## src/pkg/tob_defs.svh

```systemverilog
// constants for the trim option bank: addresses, fields, resets, timing
// What this block does
// RULE1 - trim 00h holds adc reference trim byte
// RULE2 - trim 01h holds reserved adc comparator byte
// RULE3 - trim 02h holds oscillator trim byte
// RULE4 - trim 03h holds brownout level in bits
// RULE5 - trim 06h holds filter byte, reset 44h
// RULE6 - divide select gives full or quarter rate
// RULE7 - filter mode selects which glitches suppressed
// RULE8 - delay code sets 5 to 25 ns
// RULE9 - software leaves factory trim values unchanged
// RULE10 - software writes index, then accesses data
// RULE11 - reset performs 43 flash reads, six-bit counter
// RULE12 - reserved bits forced to one on write
`ifndef TOB_DEFS_SVH
`define TOB_DEFS_SVH
`define TOB_IDX_ADDR 8'h00
`define TOB_DATA_ADDR 8'h01
`define TOB_TRIM_ADC_REF 5'h00
`define TOB_TRIM_ADCCMP 5'h01
`define TOB_TRIM_OSC 5'h02
`define TOB_TRIM_BROWN 5'h03
`define TOB_TRIM_CLKFLT 5'h06
`define TOB_INFO_BASE 6'h20
`define TOB_LOAD_COUNT 6'h2b
`define TOB_CLKFLT_RESET 8'h44
`define TOB_CLKFLT_RSVD 8'h44
`define TOB_BROWN_RSVD 8'hf8
`define TOB_DIV_BIT 7
`define TOB_DLY_B0 5
`define TOB_DLY_B1 4
`define TOB_DLY_B2 3
`define TOB_MODE_B1 1
`define TOB_MODE_B0 0
`define TOB_CLK_NS 4
`endif

```

## src/pkg/tob_pkg.sv

```systemverilog
// types for the trim option bank
package tob_pkg;
  typedef enum logic [1:0]
  {
    TOB_LOAD = 2'b00,
    TOB_RUN = 2'b01
  } tob_state_t;
  typedef enum logic [1:0]
  {
    TOB_NOFILT = 2'b00,
    TOB_LOWGL = 2'b01,
    TOB_HIGHGL = 2'b10,
    TOB_BOTH = 2'b11
  } tob_mode_t;
endpackage

```

## src/pkg/tob_filt_if.sv

```systemverilog
// configuration path from the trim bank to the clock filter
`timescale 1ns/100ps
interface tob_filt_if;
  logic quarter_rate_select;
  tob_pkg::tob_mode_t mode;
  logic [2:0] delay_code;
  modport bank (output quarter_rate_select, output mode, output delay_code);
  modport filt (input quarter_rate_select, input mode, input delay_code);
endinterface

```

## src/rtl/tob_clock_glitch_filter.sv

```systemverilog
// clock glitch filter with optional divide by four
`timescale 1ns/100ps
`include "tob_defs.svh"
module tob_clock_glitch_filter
(
  input wire logic clock,
  input wire logic rst,
  tob_filt_if.filt cfg,
  input wire logic clk_in,
  output logic clk_out
);
  import tob_pkg::*;
  localparam int unsigned STEP = `TOB_CLK_NS;
  logic s1_reg, s2_reg, lvl_reg, lvl_next;
  logic [3:0] cnt_reg, cnt_next;
  logic [1:0] div_reg, div_next;
  logic out_reg, out_next;
  logic [3:0] limit;
  logic may_rise, may_fall;
  // glitch width in ns rounded down to cycles; at least one
  always_comb
  begin
    unique case (cfg.delay_code) // RULE8
      3'd0: limit = 4'(5 / STEP);
      3'd1: limit = 4'(7 / STEP);
      3'd2: limit = 4'(9 / STEP);
      3'd3: limit = 4'(11 / STEP);
      3'd4: limit = 4'(13 / STEP);
      3'd5: limit = 4'(17 / STEP);
      3'd6: limit = 4'(20 / STEP);
      3'd7: limit = 4'(25 / STEP);
    endcase
  end
  // a low pulse on high is a fall that must persist, and vice versa
  assign may_fall = cfg.mode == TOB_LOWGL || cfg.mode == TOB_BOTH; // RULE7
  assign may_rise = cfg.mode == TOB_HIGHGL || cfg.mode == TOB_BOTH; // RULE7
  always_comb
  begin
    lvl_next = lvl_reg;
    cnt_next = 4'h0;
    if (s2_reg != lvl_reg)
    begin
      if ((s2_reg && !may_rise) || (!s2_reg && !may_fall)
          || cnt_reg >= limit)
        lvl_next = s2_reg;
      else
        cnt_next = cnt_reg + 4'h1;
    end
    div_next = div_reg;
    if (lvl_next && !lvl_reg)
      div_next = div_reg + 2'h1;
    // quarter rate toggles output every second filtered rise
    out_next = cfg.quarter_rate_select ? div_reg[1] : lvl_reg; // RULE6
  end
  always_ff @(posedge clock or posedge rst)
  begin
    if (rst)
    begin
      s1_reg <= 1'b0;
      s2_reg <= 1'b0;
      lvl_reg <= 1'b0;
      cnt_reg <= 4'h0;
      div_reg <= 2'h0;
      out_reg <= 1'b0;
    end
    else
    begin
      s1_reg <= clk_in;
      s2_reg <= s1_reg;
      lvl_reg <= lvl_next;
      cnt_reg <= cnt_next;
      div_reg <= div_next;
      out_reg <= out_next;
    end
  end
  assign clk_out = out_reg;
endmodule

```

## src/rtl/tob_trim_option_bank.sv

```systemverilog
// trim option bank: reset-time flash load and indirect register pair
`timescale 1ns/100ps
`include "tob_defs.svh"
module tob_trim_option_bank
(
  input wire logic clock,
  input wire logic rst,
  input wire logic reg_sel,
  input wire logic reg_wr,
  input wire logic reg_rd,
  input wire logic [7:0] reg_addr,
  input wire logic [7:0] reg_wdata,
  output logic [7:0] reg_rdata,
  output logic [5:0] flash_addr,
  output logic flash_rd,
  input wire logic [7:0] flash_data,
  output logic load_done,
  input wire logic clk_in,
  output logic clk_out,
  output logic [3:0] adc_reference_trim_field,
  output logic [7:0] adc_comparator_trim,
  output logic [7:0] precision_osc_trim_field,
  output logic [2:0] brownout_level_field
);
  import tob_pkg::*;
  logic [7:0] trim_mem_reg [0:31];
  logic [7:0] trim_wval;
  logic [4:0] trim_index_register_reg, trim_index_register_next;
  logic [7:0] rdata_reg, rdata_next;
  logic [5:0] cnt_reg, cnt_next;
  logic [5:0] cnt_prev_reg;
  logic prev_rd_reg;
  tob_state_t state_reg, state_next;
  logic wr_data, wr_idx;
  tob_filt_if filt_cfg ();
  logic [7:0] clkflt;
  logic clkflt_loaded_reg;

  assign wr_idx = reg_sel && reg_wr && reg_addr == `TOB_IDX_ADDR;
  assign wr_data = reg_sel && reg_wr && reg_addr == `TOB_DATA_ADDR
    && state_reg == TOB_RUN;

  // 43 reads, one a clock; counts 32..42 fall in the info page
  always_comb
  begin
    state_next = state_reg;
    cnt_next = cnt_reg;
    unique case (state_reg)
      TOB_LOAD:
      begin
        if (cnt_reg == `TOB_LOAD_COUNT - 6'h1) // RULE11
          state_next = TOB_RUN;
        else
          cnt_next = cnt_reg + 6'h1; // RULE11
      end
      TOB_RUN: cnt_next = cnt_reg;
      default: state_next = TOB_LOAD;
    endcase
  end
  always_ff @(posedge clock or posedge rst)
  begin
    if (rst)
    begin
      state_reg <= TOB_LOAD;
      cnt_reg <= 6'h0;
      cnt_prev_reg <= 6'h0;
      prev_rd_reg <= 1'b0;
    end
    else
    begin
      state_reg <= state_next;
      cnt_reg <= cnt_next;
      cnt_prev_reg <= cnt_reg;
      prev_rd_reg <= state_reg == TOB_LOAD;
    end
  end
  assign flash_addr = cnt_reg;
  assign flash_rd = state_reg == TOB_LOAD;
  assign load_done = state_reg == TOB_RUN;

  // software writes keep reserved bits set where they must read one
  always_comb
  begin
    trim_wval = reg_wdata;
    if (trim_index_register_reg == `TOB_TRIM_CLKFLT)
      trim_wval = reg_wdata | `TOB_CLKFLT_RSVD; // RULE12
    else if (trim_index_register_reg == `TOB_TRIM_BROWN)
      trim_wval = reg_wdata | `TOB_BROWN_RSVD; // RULE12
  end

  // trim array has no reset: values come from flash, filter byte excepted
  always_ff @(posedge clock)
  begin
    if (prev_rd_reg && cnt_prev_reg >= `TOB_INFO_BASE)
      trim_mem_reg[cnt_prev_reg[4:0]] <= flash_data; // RULE11
    else if (wr_data)
      trim_mem_reg[trim_index_register_reg] <= trim_wval; // RULE10
  end

  always_comb
  begin
    trim_index_register_next = trim_index_register_reg;
    if (wr_idx)
      trim_index_register_next = reg_wdata[4:0]; // RULE10
    rdata_next = 8'h00;
    if (reg_sel && reg_rd && reg_addr == `TOB_IDX_ADDR)
      rdata_next = {3'h0, trim_index_register_reg};
    else if (reg_sel && reg_rd && reg_addr == `TOB_DATA_ADDR)
    begin
      rdata_next = trim_mem_reg[trim_index_register_reg]; // RULE10
      // filter byte is unset memory until load count 38 writes it
      if (trim_index_register_reg == `TOB_TRIM_CLKFLT)
        rdata_next = clkflt; // RULE5
    end
  end
  always_ff @(posedge clock or posedge rst)
  begin
    if (rst)
    begin
      trim_index_register_reg <= 5'h00;
      rdata_reg <= 8'h00;
    end
    else
    begin
      trim_index_register_reg <= trim_index_register_next;
      rdata_reg <= rdata_next;
    end
  end
  assign reg_rdata = rdata_reg;

  // filter byte reads its reset pattern until one clock after load_done rises, after the whole load has ended
  always_ff @(posedge clock or posedge rst)
  begin
    if (rst)
      clkflt_loaded_reg <= 1'b0;
    else if (load_done)
      clkflt_loaded_reg <= 1'b1;
  end
  assign clkflt = clkflt_loaded_reg ? trim_mem_reg[`TOB_TRIM_CLKFLT]
    : `TOB_CLKFLT_RESET; // RULE5

  assign filt_cfg.quarter_rate_select = clkflt[`TOB_DIV_BIT]; // RULE6
  assign filt_cfg.mode = tob_mode_t'({clkflt[`TOB_MODE_B1],
    clkflt[`TOB_MODE_B0]}); // RULE7
  assign filt_cfg.delay_code = {clkflt[`TOB_DLY_B2], clkflt[`TOB_DLY_B1],
    clkflt[`TOB_DLY_B0]}; // RULE8

  tob_clock_glitch_filter u_filter
  (
    .clock(clock),
    .rst(rst),
    .cfg(filt_cfg.filt),
    .clk_in(clk_in),
    .clk_out(clk_out)
  );

  // analog trim outputs; zero until loaded so nothing is undefined
  always_comb
  begin
    adc_reference_trim_field = 4'h0;
    adc_comparator_trim = 8'h00;
    precision_osc_trim_field = 8'h00;
    brownout_level_field = 3'h0;
    if (clkflt_loaded_reg)
    begin
      adc_reference_trim_field = trim_mem_reg[`TOB_TRIM_ADC_REF][7:4]; // RULE1
      adc_comparator_trim = trim_mem_reg[`TOB_TRIM_ADCCMP]; // RULE2
      precision_osc_trim_field = trim_mem_reg[`TOB_TRIM_OSC]; // RULE3
      brownout_level_field = trim_mem_reg[`TOB_TRIM_BROWN][2:0]; // RULE4
    end
  end
endmodule

```

## config.mk

```make
export PLATFORM = sky130hd
export DESIGN_NAME = tob_trim_option_bank
export DESIGN_NICKNAME = d
export VERILOG_FILES = /design/src/pkg/tob_pkg.sv /design/src/pkg/tob_filt_if.sv /design/src/rtl/tob_clock_glitch_filter.sv /design/src/rtl/tob_trim_option_bank.sv
export VERILOG_INCLUDE_DIRS = /design/src /design/src/pkg
export SDC_FILE = /design/constraint.sdc
export NUM_CORES = 1
export LEC_CHECK = 0
export BUFFER_PORTS_ARGS = -buffer_cell sky130_fd_sc_hd__buf_2
export CAP_MARGIN = 25
export CORE_ASPECT_RATIO = 1.25
export CORE_UTILIZATION = 35
export CTS_CLUSTER_DIAMETER = 200
export DETAILED_ROUTE_END_ITERATION = 8
export PLACE_DENSITY_LB_ADDON = 0.15
export SYNTH_ARGS = -nofsm -noshare
export SYNTH_HDL_FRONTEND = slang
export SYNTH_SLANG_ARGS = --single-unit
```

## constraint.sdc

```tcl
create_clock -name clock -period 4 [get_ports clock]
set_clock_uncertainty 0.1 [all_clocks]
set_input_delay 1.2 -clock clock [delete_from_list [all_inputs] [get_ports clock]]
set_output_delay 1.2 -clock clock [all_outputs]
set_load 0.005 [all_outputs]
```

==> run metrics <==
H-Tree Depth=1; dominant cell type by area after synthesis=edfxtp_1; Final TNS setup=0 ns; sequential fraction of the synthesis area=69.6%; syn_area_per_cell=17.7 sq um; post-synthesis mux area share=14.6%; RSZ-0062 raised after global routing=no; die area=36200 sq um; Min Hold Slack=0.258 ns; Mapped Area=12400 sq um; adder-cell area share of the yosys netlist=0.706%; drt first pass iters=5; endpoints failing hold=0; Initial DRC Count=456; critical path depth=7; Synth cell types=66; die width=170 um; via count=6692; Tot Pwr=6350 uW; # port buffers=69; Synth Area in Simple Gates=7.53%; CTS tree=yes; hpwl dp=20.6 mm; # nets final=842; CP cell instances=buf_2, nor4_4, nand3_1, nor2_4, buf_4, mux2i_1, nor2_1; Setup Buffers After CTS=0; Crit path required time=4.07 ns; FFs w/ async S/R, synth=12.9%; GRT Util Overall=17.4%; Primary FF master, synth=edfxtp_1; share of cells above drive strength 1=27.3%; vias in the first global route=6986; Initial Util=35.8%; Worst-path clk slew=0.06 ns; max cap viols=0; clock buffer count from CTS=30; Routed Antenna Nets=0; Largest register FFs=256; slowest stage delay, CP=0.75 ns; WS Path Type=input pin to flop; Yosys reg bits=294; Synth Warn #=0; WL/cell=23.7 um; Power Density=444 nW/um^2; FP Rows=76; ant diodes=0; worst skew pair latency=0.55 ns; Final Util=41.2%; Worst setup SP type=input pin; Max Clk Rate=0.303 GHz; Reg2Reg Depth=6; final setup fails=0; clk root buf=clkbuf_16; flop2flop setup slack=1.14 ns; main area contributors after synthesis=edfxtp_1, mux4_2, dfrtp_1; Slew HR=35.8%; Final GP Congestion=0.840; complex-gate fraction of the synthesized area=3.88%; I/O Pins=70; top post-synthesis cells by count=edfxtp_1, nor2_1, mux4_2; Finished Cell Area=14300 sq um; Crit. End Element=flop; Core ar.=34700 sq um; clock sink count=294; syn_nets=740; Synth Area in XOR/XNOR=0.706%; r2r endpoint=reg_rdata[2]; drt via density=5.16; outcome=finished, final reports clean; placed instance area=13300 sq um; EDFF count, synth=256; crit share post-route=82.4%; Clock Tree Buf Depth=3; # DRC=0; die extent in y=213 um; main combinational cell family by area after synthesis=multiplexers; initial antenna violation count=0; crit path from=reg_addr[5]; hold crit path type=flop to flop; CP arrival=3.37 ns; Tmin final=3.30 ns; Worst Setup EP=trim_mem_reg[2][6]; crit path max fanout=9; FF-to-FF Start=trim_index_register_reg[1]; cts hold-fix bufs=0; Area growth syn-to-layout=15.1%; most numerous cell in the Yosys netlist=edfxtp_1; Yosys top cell area share=61.9%; CP bufs+invs=2; largest net degree at the start of global routing=39; delay-heaviest family, CP=simple AND/OR/NAND/NOR gates; Leak=0.00474 uW; crit path max-delay cell type=nor2_1; post_cts resized=0; Slew Viols, Final=0; routed wire length=30.8 mm; wire length of the first global-routing pass=45.9 mm; Post-Synthesis Cells=703; Worst-Margin Slew=0.960 ns; maximum vdd ir drop=316 uV; grt total ovfl=0
==> metal layers <==
metal  wire length [um]  global-route usage (%)  up-vias  part of all wire (%)
met2              15100                    29.2      204                    49
met3               1350                    1.94       33                   4.4
met5                  0                       0        -                     0
li1                   -                       -     2975                     -
met1              13800                    24.2     3480                    45
met4                484                    4.44        0                   1.6
==> layout by cell type (no fill, tap or decap), types with 5 or more instances in the layout <==
cell,count
nand2_1,19
xnor2_1,6
clkinv_1,5
inv_1,10
nor2b_1,7
clkinv_2,7
and2_1,24
nand3b_1,5
nor2_1,74
clkbuf_1,6
mux2i_1,34
ha_1,7
edfxtp_1,256
nand2b_1,6
a31oi_1,7
buf_4,34
buf_2,69
nor3b_1,5
mux2_2,12
mux4_1,11
mux4_2,44
clkbuf_16,31
nand3_1,11
a21oi_1,11
dfrtp_1,35
a21oi_2,6
mux2_1,5
o211ai_1,6
==> where the power goes <==
| group | internal [uW] | leakage, uW | switching, uW |
|---|---|---|---|
| logic | 83.6 | 0.00150 | 132 |
| clock network | 1610 | 0.000471 | 1150 |
| registers | 3350 | 0.00277 | 26.1 |
==> cell type report <==
cell class | instances | area [sq um]
fill | 3104 | 20400
inverter | 10 | 37.5
tap | 468 | 586
timing repair buffer | 104 | 621
clock buffer | 37 | 798
sequential | 294 | 8650
multi-input combinational | 365 | 3430
clock inverter | 19 | 175
==> how the worst min path moves through the flow <==
stage               depth (start not counted)         endpoint  slack (ns)             from
floorplan                                   0  u_filter.s2_reg        0.23  u_filter.s1_reg
global placement                            0  u_filter.s2_reg        0.25  u_filter.s1_reg
detailed placement                          0  u_filter.s2_reg        0.25  u_filter.s1_reg
CTS                                         0  u_filter.s2_reg        0.27  u_filter.s1_reg
global route                                0  u_filter.s2_reg        0.27  u_filter.s1_reg
finish                                      0  u_filter.s2_reg        0.26  u_filter.s1_reg
==> metrics by stage <==
stage          setup slack, ns  cells
2_1_floorplan            0.321    703
3_3_place_gp             0.242   1241
3_5_place_dp             0.143   1241
4_1_cts                  0.739   1297
5_1_grt                  0.581   1297
6_report                 0.703   1297
==> cell families (layout without fill, tap and decap cells) <==
family	count (synthesis)	in the layout
AO/OA/AOI/OAI	67	67
flip-flops	294	294
multiplexers	106	106
buffers and inverters	44	170
AND/OR/NAND/NOR	175	175
adder cells (fa/ha/maj)	7	7
XOR/XNOR	10	10
(Power assumes the default switching activity.)
